`config.mk`:
```
export PLATFORM = sky130hd
export DESIGN_NAME = tpc_top
export DESIGN_NICKNAME = d
export VERILOG_FILES = /design/src/pkg/tpc_pkg.sv /design/src/tpc_top.sv
export SDC_FILE = /design/constraint.sdc
export NUM_CORES = 1
export LEC_CHECK = 0
export BUFFER_PORTS_ARGS = -buffer_cell sky130_fd_sc_hd__buf_2
export CORE_MARGIN = 4
export CORE_UTILIZATION = 30
export DETAILED_ROUTE_END_ITERATION = 8
export SYNTH_ARGS = -nofsm -noshare
export SYNTH_HDL_FRONTEND = slang
export SYNTH_SLANG_ARGS = --single-unit
```
`constraint.sdc`:
```
create_clock -name aclk -period 4.85 [get_ports aclk]
set_clock_uncertainty 0.1 [all_clocks]
set_input_delay 0.97 -clock aclk [delete_from_list [all_inputs] [get_ports aclk]]
set_output_delay 0.97 -clock aclk [all_outputs]
set_load 0.02 [all_outputs]
```
`src/pkg/tpc_pkg.sv`:
```
// constants and register map of the timer pin i/o control block
package tpc_pkg;
    localparam int unsigned ADDR_W    = 8;
    localparam int unsigned CNT_W_DEF = 16;
    // ========================================================
    // register byte offsets
    localparam logic [ADDR_W-1:0] OFF_C5_IOC = 8'h00;
    localparam logic [ADDR_W-1:0] OFF_C0_IOC = 8'h04;
    localparam logic [ADDR_W-1:0] OFF_C5_GR  = 8'h08;
    localparam logic [ADDR_W-1:0] OFF_C0_GR  = 8'h0C;
    localparam logic [ADDR_W-1:0] OFF_STAT   = 8'h10;
    // ========================================================
    // field layout
    localparam int unsigned FIELD_W     = 4;
    localparam int unsigned B_FIELD_LSB = 4;
    localparam int unsigned A_FIELD_LSB = 0;
    localparam int unsigned F_MODE      = 3;
    localparam int unsigned F_LEVEL     = 2;
    localparam int unsigned F_ACT_HI    = 1;
    localparam int unsigned F_ACT_LO    = 0;
    localparam logic [1:0]  ACT_NONE    = 2'h0;
    localparam logic [1:0]  ACT_LOW     = 2'h1;
    localparam logic [1:0]  ACT_HIGH    = 2'h2;
    localparam logic [1:0]  ACT_TOGGLE  = 2'h3;
    // ========================================================
    // status bits
    localparam int unsigned ST_CAP5  = 0;
    localparam int unsigned ST_CAP0  = 1;
    localparam int unsigned ST_PIN5  = 2;
    localparam int unsigned ST_PIN0  = 3;
    localparam int unsigned ST_OUT5  = 4;
    localparam int unsigned ST_OUT0  = 5;
    // ========================================================
    // reset values and bus answers
    localparam logic [7:0]  IOC_RESET   = 8'h00;
    localparam logic [1:0]  RESP_OKAY   = 2'h0;
    localparam logic [1:0]  RESP_SLVERR = 2'h2;
endpackage : tpc_pkg

```
`src/tpc_top.sv`:
```
// pin i/o control for channel 5 b and channel 0 a of a timer
// How it works
// - top bits 00: low start, 00 disables
// - top bits 01: pin starts high
// - action 01: drive low on match
// - action 10: drive high on match
// - action 11: toggle on every match
// - mode bit set: capture on rising edge
// - capture action 01: capture on falling edge
// - action bit one set: capture both edges
// - channel 5 ignores level bit in capture
// - channel 0 top 10: own pin source
// - channel 0 top 11: channel 1 count ticks
//
// The placing of the registers and the AXI4-Lite interface to the registers were left to the implementer.
`timescale 1ns/1ps
module tpc_top #(
    parameter int unsigned CNT_W = tpc_pkg::CNT_W_DEF
) (
    input  wire logic                      aclk,
    input  wire logic                      aresetn,
    input  wire logic [tpc_pkg::ADDR_W-1:0] s_awaddr,
    input  wire logic                      s_awvalid,
    output logic                           s_awready,
    input  wire logic [31:0]               s_wdata,
    input  wire logic [3:0]                s_wstrb,
    input  wire logic                      s_wvalid,
    output logic                           s_wready,
    output logic [1:0]                     s_bresp,
    output logic                           s_bvalid,
    input  wire logic                      s_bready,
    input  wire logic [tpc_pkg::ADDR_W-1:0] s_araddr,
    input  wire logic                      s_arvalid,
    output logic                           s_arready,
    output logic [31:0]                    s_rdata,
    output logic [1:0]                     s_rresp,
    output logic                           s_rvalid,
    input  wire logic                      s_rready,
    input  wire logic [CNT_W-1:0]          chan5_counter,
    input  wire logic [CNT_W-1:0]          chan0_counter,
    input  wire logic                      chan1_count_tick,
    input  wire logic                      chan5_pin_b_in,
    output logic                           chan5_pin_b_out,
    output logic                           chan5_pin_b_oe_n,
    input  wire logic                      chan0_pin_a_in,
    output logic                           chan0_pin_a_out,
    output logic                           chan0_pin_a_oe_n
);
    import tpc_pkg::*;

    if (CNT_W < 1 || CNT_W > 32) begin : g_bad_width
        $error("CNT_W must lie in 1..32");
    end

    // ========================================================
    // field helpers
    function automatic logic [1:0] fld_act(input logic [3:0] f);
        fld_act = f[F_ACT_LO +: 2];
    endfunction : fld_act

    function automatic logic is_oc(input logic [3:0] f);
        is_oc = !f[F_MODE] && (fld_act(f) != ACT_NONE);
    endfunction : is_oc

    function automatic logic oc_next(input logic [3:0] f,
                                     input logic       cur);
        case (fld_act(f))
            ACT_LOW:    oc_next = 1'b0;
            ACT_HIGH:   oc_next = 1'b1;
            ACT_TOGGLE: oc_next = !cur;
            default:    oc_next = cur;
        endcase
    endfunction : oc_next

    // action bit one selects both edges, else bit zero picks falling
    function automatic logic cap_edge(input logic [3:0] f,
                                      input logic       rise,
                                      input logic       fall);
        if (f[F_ACT_HI])
            cap_edge = rise || fall;
        else if (f[F_ACT_LO])
            cap_edge = fall;
        else
            cap_edge = rise;
    endfunction : cap_edge

    function automatic logic is_mapped(input logic [ADDR_W-1:0] a);
        is_mapped = (a == OFF_C5_IOC) || (a == OFF_C0_IOC) ||
                    (a == OFF_C5_GR) || (a == OFF_C0_GR) ||
                    (a == OFF_STAT);
    endfunction : is_mapped

    function automatic logic [31:0] merge(input logic [31:0] o,
                                          input logic [31:0] d,
                                          input logic [3:0]  s);
        merge = o;
        for (int i = 0; i < 4; i++) begin
            if (s[i])
                merge[8*i +: 8] = d[8*i +: 8];
        end
    endfunction : merge

    // ========================================================
    // axi4-lite write channel
    logic              aw_got;
    logic              w_got;
    logic [ADDR_W-1:0] aw_addr;
    logic [31:0]       w_data;
    logic [3:0]        w_strb;
    logic              aw_hs;
    logic              w_hs;
    logic              do_write;
    logic              next_aw_got;
    logic              next_w_got;
    logic              next_bvalid;

    assign aw_hs       = s_awvalid && s_awready;
    assign w_hs        = s_wvalid && s_wready;
    assign do_write    = aw_got && w_got && !s_bvalid;
    assign next_aw_got = (aw_got || aw_hs) && !do_write;
    assign next_w_got  = (w_got || w_hs) && !do_write;
    assign next_bvalid = do_write || (s_bvalid && !s_bready);

    always_ff @(posedge aclk) begin
        if (!aresetn) begin
            aw_got    <= 1'b0;
            w_got     <= 1'b0;
            aw_addr   <= '0;
            w_data    <= '0;
            w_strb    <= '0;
            s_awready <= 1'b0;
            s_wready  <= 1'b0;
            s_bvalid  <= 1'b0;
            s_bresp   <= RESP_OKAY;
        end else begin
            aw_got    <= next_aw_got;
            w_got     <= next_w_got;
            s_bvalid  <= next_bvalid;
            // ready is registered, so it only rises once a slot is free
            s_awready <= !next_aw_got && !next_bvalid;
            s_wready  <= !next_w_got && !next_bvalid;
            if (aw_hs)
                aw_addr <= s_awaddr;
            if (w_hs) begin
                w_data <= s_wdata;
                w_strb <= s_wstrb;
            end
            if (do_write)
                s_bresp <= is_mapped(aw_addr) ? RESP_OKAY : RESP_SLVERR;
        end
    end

    logic cfg5_wr;
    logic cfg0_wr;
    logic gr5_wr;
    logic gr0_wr;
    logic st_wr;
    logic [3:0] wf5;
    logic [3:0] wf0;

    assign cfg5_wr = do_write && aw_addr == OFF_C5_IOC && w_strb[0];
    assign cfg0_wr = do_write && aw_addr == OFF_C0_IOC && w_strb[0];
    assign gr5_wr  = do_write && aw_addr == OFF_C5_GR;
    assign gr0_wr  = do_write && aw_addr == OFF_C0_GR;
    assign st_wr   = do_write && aw_addr == OFF_STAT && w_strb[0];
    assign wf5     = w_data[B_FIELD_LSB +: FIELD_W];
    assign wf0     = w_data[A_FIELD_LSB +: FIELD_W];

    // ========================================================
    // control registers
    logic [7:0] ioc5;
    logic [7:0] ioc0;
    logic [3:0] f5;
    logic [3:0] f0;

    assign f5 = ioc5[B_FIELD_LSB +: FIELD_W];
    assign f0 = ioc0[A_FIELD_LSB +: FIELD_W];

    always_ff @(posedge aclk) begin
        if (!aresetn) begin
            ioc5 <= IOC_RESET;
            ioc0 <= IOC_RESET;
        end else begin
            if (cfg5_wr)
                ioc5 <= w_data[7:0];
            if (cfg0_wr)
                ioc0 <= w_data[7:0];
        end
    end

    // ========================================================
    // pin synchronisers and edge detect
    logic pin5_s1, pin5_s2, pin5_d;
    logic pin0_s1, pin0_s2, pin0_d;
    logic rise5, fall5, rise0, fall0;

    always_ff @(posedge aclk) begin
        if (!aresetn) begin
            {pin5_s1, pin5_s2, pin5_d} <= '0;
            {pin0_s1, pin0_s2, pin0_d} <= '0;
        end else begin
            {pin5_s1, pin5_s2, pin5_d} <= {chan5_pin_b_in, pin5_s1, pin5_s2};
            {pin0_s1, pin0_s2, pin0_d} <= {chan0_pin_a_in, pin0_s1, pin0_s2};
        end
    end

    assign rise5 = pin5_s2 && !pin5_d;
    assign fall5 = !pin5_s2 && pin5_d;
    assign rise0 = pin0_s2 && !pin0_d;
    assign fall0 = !pin0_s2 && pin0_d;

    // ========================================================
    // compare match and capture events
    logic [CNT_W-1:0] gr5;
    logic [CNT_W-1:0] gr0;
    logic             eq5_q, eq0_q;
    logic             mt5, mt0;
    logic             cap5, cap0;
    logic             capf5, capf0;
    logic [31:0]      gr5_mrg, gr0_mrg;

    // a function result cannot be part-selected, so merge into a net first
    assign gr5_mrg = merge(32'(gr5), w_data, w_strb);
    assign gr0_mrg = merge(32'(gr0), w_data, w_strb);

    // only the first cycle of equality counts, so a stalled counter
    // does not toggle the pin on every clock
    assign mt5  = is_oc(f5) && chan5_counter == gr5 && !eq5_q;
    assign mt0  = is_oc(f0) && chan0_counter == gr0 && !eq0_q;
    assign cap5 = f5[F_MODE] && cap_edge(f5, rise5, fall5);
    assign cap0 = f0[F_MODE] && (f0[F_LEVEL] ? chan1_count_tick
                : cap_edge(f0, rise0, fall0));

    always_ff @(posedge aclk) begin
        if (!aresetn) begin
            eq5_q <= 1'b0;
            eq0_q <= 1'b0;
        end else begin
            eq5_q <= chan5_counter == gr5;
            eq0_q <= chan0_counter == gr0;
        end
    end

    // capture wins over a software write in the same cycle
    always_ff @(posedge aclk) begin
        if (!aresetn) begin
            gr5 <= '0;
            gr0 <= '0;
        end else begin
            if (cap5)
                gr5 <= chan5_counter;
            else if (gr5_wr)
                gr5 <= gr5_mrg[CNT_W-1:0];
            if (cap0)
                gr0 <= chan0_counter;
            else if (gr0_wr)
                gr0 <= gr0_mrg[CNT_W-1:0];
        end
    end

    // sticky capture flags, write one to clear, a new capture wins
    always_ff @(posedge aclk) begin
        if (!aresetn) begin
            capf5 <= 1'b0;
            capf0 <= 1'b0;
        end else begin
            capf5 <= cap5 || (capf5 && !(st_wr && w_data[ST_CAP5]));
            capf0 <= cap0 || (capf0 && !(st_wr && w_data[ST_CAP0]));
        end
    end

    // ========================================================
    // pin drivers
    always_ff @(posedge aclk) begin
        if (!aresetn) begin
            chan5_pin_b_out  <= 1'b0;
            chan5_pin_b_oe_n <= 1'b1;
        end else if (cfg5_wr) begin
            chan5_pin_b_oe_n <= !is_oc(wf5);
            if (is_oc(wf5))
                chan5_pin_b_out <= wf5[F_LEVEL];
        end else if (mt5) begin
            chan5_pin_b_out <= oc_next(f5, chan5_pin_b_out);
        end
    end

    always_ff @(posedge aclk) begin
        if (!aresetn) begin
            chan0_pin_a_out  <= 1'b0;
            chan0_pin_a_oe_n <= 1'b1;
        end else if (cfg0_wr) begin
            chan0_pin_a_oe_n <= !is_oc(wf0);
            if (is_oc(wf0))
                chan0_pin_a_out <= wf0[F_LEVEL];
        end else if (mt0) begin
            chan0_pin_a_out <= oc_next(f0, chan0_pin_a_out);
        end
    end

    // ========================================================
    // axi4-lite read channel
    logic [31:0] rd_mux;
    logic        ar_hs;
    logic        next_rvalid;

    assign ar_hs       = s_arvalid && s_arready;
    assign next_rvalid = ar_hs || (s_rvalid && !s_rready);

    always_comb begin
        rd_mux = '0;
        case (s_araddr)
            OFF_C5_IOC: rd_mux = 32'(ioc5);
            OFF_C0_IOC: rd_mux = 32'(ioc0);
            OFF_C5_GR:  rd_mux = 32'(gr5);
            OFF_C0_GR:  rd_mux = 32'(gr0);
            OFF_STAT: begin
                rd_mux[ST_CAP5] = capf5;
                rd_mux[ST_CAP0] = capf0;
                rd_mux[ST_PIN5] = pin5_s2;
                rd_mux[ST_PIN0] = pin0_s2;
                rd_mux[ST_OUT5] = chan5_pin_b_out;
                rd_mux[ST_OUT0] = chan0_pin_a_out;
            end
            default: rd_mux = '0;
        endcase
    end

    always_ff @(posedge aclk) begin
        if (!aresetn) begin
            s_arready <= 1'b0;
            s_rvalid  <= 1'b0;
            s_rdata   <= '0;
            s_rresp   <= RESP_OKAY;
        end else begin
            s_arready <= !next_rvalid;
            s_rvalid  <= next_rvalid;
            if (ar_hs) begin
                s_rdata <= rd_mux;
                s_rresp <= is_mapped(s_araddr) ? RESP_OKAY : RESP_SLVERR;
            end
        end
    end
endmodule : tpc_top

```
==> results of run 1 <==
[routing by layer]
metal  GRT usage  part of all wire  vias to the layer above
met5           0           0.00082                        -
met4     0.05056             0.014                        2
met3     0.04497             0.050                       23
met2      0.2499              0.47                      128
met1      0.1995              0.46                     2241
li1            -                 -                     2345
[cells in the final DEF (no fill, tap or decap), types with 3 or more instances in the layout]
master and n:
dfxtp_1 113, buf_2 102, nand2_1 101, mux2i_1 58, o21ai_0 39, a21boi_0 36, xnor2_1 32, a21oi_1 31
and2_1 21, o211a_1 18, conb_1 18, clkbuf_16 17, inv_1 14, nor2_1 14, nor2b_1 12, ha_1 10
nand4_1 9, a2bb2oi_1 8, nor3_1 7, nor4_1 7, nand3_1 6, bufinv_16 5, o22ai_1 4, a32oi_1 4
clkbuf_8 4, buf_4 4, a31oi_1 3
[final cells by class]
class / instances / area share
multi-input cells: 466 / 0.4444
repair buffers: 106 / 0.07890
clock inverters: 9 / 0.02575
inverters: 14 / 0.007671
flip-flops and latches: 113 / 0.3302
well taps: 229 / 0.04183
clock buffers: 23 / 0.07123
[logic make-up after synthesis]
| family | Yosys count | share of synthesized area |
|---|---|---|
| AND/OR/NAND/NOR | 196 | 0.1746 |
| AO/OA/AOI/OAI | 152 | 0.1818 |
| flip-flops | 113 | 0.4057 |
| buffers and inverters | 68 | 0.06037 |
| multiplexers | 58 | 0.1041 |
| XOR/XNOR | 32 | 0.05027 |
| adder cells (fa/ha/maj) | 10 | 0.02244 |
| other | 1 | 0.0006726 |
[worst max-delay path: cells and delay by family, from the launching register on]
kind	cells	cell delay (ps)
flops	1	340
compound gates	1	80
mux	1	240
simple gates	3	1610
[worst min path at each step]
stage / from / to / slack (ps) / cells after the start
after detailed placement: pin5_s1 / pin5_s2 / 330 / 1
after global routing: pin5_s1 / pin5_s2 / 360 / 1
after global placement: pin5_s1 / pin5_s2 / 320 / 1
final: pin5_s1 / pin5_s2 / 330 / 1
after CTS: pin5_s1 / pin5_s2 / 340 / 1
after floorplan: pin0_s1 / pin0_s2 / 310 / 1
[where the power goes]
group,internal (mW),switching [mW],total (mW)
registers,0.950,0.0220,0.972
clock network,0.964,0.427,1.39
logic,0.0671,0.109,0.176
total,1.98,0.558,2.54
[flip-flops by register name, summed over array words and instances (netlist names), 2 cells and up]
register  flops
aw_addr       8
gr0          16
gr5          16
ioc0          8
ioc5          8
s_rdata      16
w_data       16
w_strb        2
[per-stage QoR]
stage | utilization | area, um2
after global placement | 0.3409 | 6186
after global routing | 0.3775 | 6850
final | 0.3775 | 6850
after CTS | 0.3775 | 6850
after floorplan | - | 5639
after detailed placement | 0.3409 | 6186
==> out/metrics.csv, run 1 <==
stage;metric;value;unit
drt;DR vias;4739;
critical_path;crit path cell chain;nor4_1, nand2_1, or4b_2, mux2i_1, a21oi_1;
synth;synth top area cells;dfxtp_1, mux2i_1, nand2_1;
layout;final std cells w/o fill;960;
drt;Final ANT Viol Nets;0;
synth;sequential area share after synthesis;0.4057;
run;Max Cap Violations;0;
synth;ys async rst share;0;
timing;count of final max-slew check failures;0;
floorplan;Die Y-Extent;144.3;um
layout;synth-to-layout area growth;22.87;%
synth;register bit total from synthesis;113;
grt;largest net degree at the start of global routing;53;
floorplan;Rows;49;
floorplan;width of the die;144.3;um
clock_network;CTS tree;built;
drt;routed wire length;15810;um
pwr;Lkg Pwr;3.055;nW
clock_network;post-CTS resize count;0;
drt;DRT iter0 DRCs;255;
synth;synthesized cell area;0.005575;mm2
hold_path;Worst Hold Class;reg -> reg;
grt;vias in the first global route;4681;
drt;vias per cell;4.936;
timing;Hold Vio Cnt, Final;0;
drt;DR WL/cell;16.47;um
timing;hold slack;333.4;ps
drt;DRT Pass-1 Iters;4;
critical_path;worst setup path endpoint;gr5[12];
clock_network;CTS H-Tree Depth;4;
floorplan;die area;0.02083;mm2
synth;Ys Warns;0;
synth;Synth top area share;0.4057;
synth;Main synth FF type;dfxtp_1;
clock_network;Post-CTS Hold Buffers;0;
clock_network;clock slew at reported path FFs;50;ps
drt;Residual DRC;0;
grt;first-pass GRT wire length;24770;um
clock_network;CTS Root Cell;clkbuf_16;
critical_path;CP startpoint kind;register;
placement;HPWL Detailed;11840;um
placement;Inst Count DP;928;
critical_path;WS Path Type;reg -> reg;
pwr;P per Cell Area;370.8;mW/mm2
critical_path;Critical Path Sink Type;register;
timing;Setup-failing EPs final;0;
timing;Max Clk Rate;399.0;MHz
pwr;Worst VDD drop;305.0;uV
critical_path;r2r worst-path depth;5;
placement;pre-CTS WS;2027;ps
status;status;complete, no violations;
critical_path;CP required;5040;ps
critical_path;Largest stage delay, worst path;900;ps
layout;area occupied by multi-input gates;0.003044;mm2
floorplan;Starting Density;0.3072;
synth;EDFF count, synth;0;
clock_network;clock sink total;113;
synth;Yosys top cell by area;dfxtp_1;
pwr;Tot Pwr;2.540;mW
clock_network;Worst-Skew Late Latency;420;ps
synth;Gate Count Post-Synth;630;
critical_path;Crit Path Max Fanout;12;
grt;initial antenna violation count;1;
synth;top-count cell post-synth;dfxtp_1;
clock_network;clock buffer depth;2;
clock_network;Num CTS Buffers;17;
synth;Syn Area/Cell;8.850;um2
timing;period utilisation layout;0.5167;
synth;post-synthesis cell type count;46;
critical_path;CP arrival;2690;ps
timing;Final min period;2506;ps
placement;I/O Buffers;102;
critical_path;worst flop-to-flop path endpoint;gr5[12];
critical_path;Reg2Reg Setup Slack;2340;ps
placement;gpl congestion;0.8079;
floorplan;total I/O pin count;139;
timing;unrepaired setup endpoints after global routing;false;
grt;gr ovfl total;0;
critical_path;RR Startpoint;aw_addr[1];
clock_network;Setup Buffers After CTS;0;
timing;final setup margin;2344;ps
timing;slew margin rel.;0.3785;
grt;Tot GR Track Use;0.1549;
layout;n_diodes;0;
floorplan;area of the core;0.01815;mm2
layout;Reg area;0.002262;mm2
timing;worst slew pin tran;908.7;ps
layout;fraction of layout cells with a size suffix above 1;0.1956;
critical_path;CP max stage cell;or4b_2;
synth;top cells by count, synth;dfxtp_1, nand2_1, mux2i_1;
critical_path;Worst setup startpoint;aw_addr[1];
layout;Nets;822;
timing;TNS Setup;0;ps
layout;filler cell count;1870;
Power figures use the tool's default switching activity.
==> run 2: changes to the inputs <==
- clock period: 4.85 -> 2.3 ns (I/O delays scaled with it)
==> run 2 against run 1 <==
Against the previous run: non-clock buffer count increased by 16; die area stayed put; design area is 1.4% higher; sequential cell count is the same; power grew 100%; first-iteration DRC count rose by 40%; sequential power rose by 110%.
==> out/metrics.csv, run 2 (synthesis results as in run 1) <==
stage;metric;value;unit;change
status;status;complete, no violations;;
grt;initial antenna violation count;3;;+2
drt;DRT iter0 DRCs;358;;+40%
clock_network;clock slew at reported path FFs;60;ps;about the same
critical_path;worst flop-to-flop path endpoint;gr0[15];;
pwr;Worst VDD drop;463.6;uV;+52%
layout;commonest non-fill, non-tap cells in the layout;dfxtp_1, buf_2, nand2_1, mux2i_1, o21ai_0;;
clock_network;clock sink total;113;;unchanged
critical_path;Crit Path Max Fanout;8;;-4
layout;final std cells w/o fill;977;;+1.8%
grt;vias in the first global route;4606;;-1.6%
drt;DR WL/cell;16.17;um;-1.8%
hold_path;min-delay src;chan5_pin_b_in;;
timing;Hold Vio Cnt, Final;0;;unchanged
clock_network;CTS Root Cell;clkbuf_16;;
run;Max Cap Violations;0;;unchanged
placement;Inst Count DP;944;;+1.7%
clock_network;Worst-Skew Late Latency;420;ps;about the same
critical_path;CP max stage cell;or4_4;;
floorplan;width of the die;144.3;um;unchanged
grt;largest net degree at the start of global routing;42;;-21%
critical_path;RR Startpoint;aw_addr[1];;
drt;routed wire length;15800;um;about the same
layout;filler cell count;1869;;-0.053%
placement;I/O Buffers;102;;unchanged
grt;first-pass GRT wire length;24980;um;+0.86%
critical_path;Critical Path Sink Type;register;;
critical_path;Largest stage delay, worst path;560;ps;-340 ps
drt;Final ANT Viol Nets;0;;unchanged
placement;gpl congestion;0.7974;;-1.3%
critical_path;crit path cell chain;or4_4, or4b_1, buf_4, mux2i_1, nand2_1, o211a_1;;
floorplan;total I/O pin count;139;;unchanged
layout;synth-to-layout area growth;24.62;%;
clock_network;CTS tree;built;;
critical_path;CP arrival;2400;ps;-290 ps
hold_path;Worst Hold Class;in -> reg;;
timing;Max Clk Rate;456.9;MHz;+14%
layout;fraction of layout cells with a size suffix above 1;0.2142;;+0.01857
timing;unrepaired setup endpoints after global routing;false;;
floorplan;Rows;49;;unchanged
critical_path;r2r worst-path depth;6;;+1
timing;count of final max-slew check failures;0;;unchanged
timing;TNS Setup;0;ps;unchanged
timing;Setup-failing EPs final;0;;unchanged
drt;Residual DRC;0;;unchanged
critical_path;CP startpoint kind;register;;
placement;HPWL Detailed;11880;um;+0.39%
floorplan;die area;0.02083;mm2;unchanged
layout;commonest non-fill, non-tap cell in the layout;dfxtp_1;;
critical_path;WS Path Type;reg -> reg;;
pwr;Tot Pwr;5.152;mW;+100%
grt;gr ovfl total;0;;unchanged
layout;Nets;838;;+1.9%
drt;DR vias;4709;;-0.63%
timing;Final min period;2189;ps;-317.3 ps
grt;Tot GR Track Use;0.1559;;+0.0009755
pwr;P per Cell Area;741.5;mW/mm2;+100%
clock_network;Post-CTS Hold Buffers;0;;unchanged
hold_path;Hold Path Stages;2;;+1
timing;period utilisation layout;0.9516;;+0.4349
clock_network;Num CTS Buffers;17;;unchanged
floorplan;Die Y-Extent;144.3;um;unchanged
clock_network;CTS H-Tree Depth;4;;unchanged
timing;hold slack;152.2;ps;-181.2 ps
critical_path;CP required;2510;ps;-2530 ps
drt;DRT Pass-1 Iters;4;;unchanged
pwr;Lkg Pwr;3.116;nW;+2.0%
timing;slew margin rel.;0.5736;;+0.1951
floorplan;Starting Density;0.3072;;unchanged
floorplan;area of the core;0.01815;mm2;unchanged
critical_path;Reg2Reg Setup Slack;110;ps;-2230 ps
timing;worst slew pin tran;638.0;ps;-270.7 ps
hold_path;Worst Hold Path EP;pin5_s1;;
drt;vias per cell;4.820;;-2.4%
clock_network;clock buffer depth;2;;unchanged
## run 2: changes by cell type in the layout (fill, tap and decap cells not counted)
| cell | change |
|---|---|
| diode_2 | +1 |
| nor4_2 | +1 |
| buf_12 | +1 |
| buf_4 | +15 |
| or4b_4 | +1 |
| clkinv_2 | +1 |
| bufinv_16 | -2 |
| nor4_1 | -1 |
| or4b_2 | -1 |
| clkinvlp_4 | +1 |
## run 2: how the worst max path moves through the flow
stage,cells past startpoint,startpoint,endpoint,slack (ps)
2_1_floorplan,6,aw_addr[1],gr0[12],240
3_3_place_gp,5,aw_addr[4],gr5[10],120
3_5_place_dp,5,aw_addr[4],gr5[8],110
4_1_cts,5,aw_addr[4],gr5[10],80
5_1_grt,7,aw_addr[4],gr5[1],20
6_report,6,aw_addr[1],gr0[15],110
## run 2: worst max-delay path: cells and delay by family (launching register included)
family                 cells  cell delay, ps
DFF                        1             330
AOI/OAI and AO/OA          1             140
and+or+nand+nor            3            1140
buffers and inverters      1             210
muxes                      1             170
## run 2: layout make-up
class / count / area [um2] / share of cell area
multi-input combinational: 466 / 3054 / 0.4396
timing repair buffer: 122 / 673.1 / 0.09688
clock buffer: 23 / 488.0 / 0.07023
inverter: 14 / 52.55 / 0.007563
tap: 229 / 286.5 / 0.04124
antenna: 1 / 2.502 / 0.0003602
clock inverter: 9 / 128.9 / 0.01855
sequential: 113 / 2262 / 0.3256
## run 2: metal layers
| layer | part of all wire | track usage | wire length, um |
|---|---|---|---|
| met1 | 0.47 | 0.2062 | 7422 |
| met2 | 0.47 | 0.2436 | 7448 |
| met3 | 0.045 | 0.03902 | 709 |
| met4 | 0.012 | 0.06284 | 195 |
| met5 | 0.0013 | 0 | 21 |
## run 2: through the flow
step | utilization | cell area, um2 | setup WS, ps
2_1_floorplan | - | 5639 | 235.6
3_3_place_gp | 0.3482 | 6319 | 118.8
3_5_place_dp | 0.3482 | 6319 | 105.1
4_1_cts | 0.3822 | 6935 | 79.33
5_1_grt | 0.3829 | 6948 | 17.28
6_report | 0.3829 | 6948 | 111.2
## run 2: what timing repair did
item | in CTS | in global routing
setup buffers | 0 | 0
gates resized for setup | 0 | 2
endpoints found under the setup margin | 0 | 17
## run 2: report_power, final
part / leakage (nW) / switching (mW) / internal, mW
logic: 1.90 / 0.231 / 0.156
clock network: 0.299 / 0.903 / 1.81
registers: 0.916 / 0.0453 / 2.00
total: 3.12 / 1.18 / 3.97
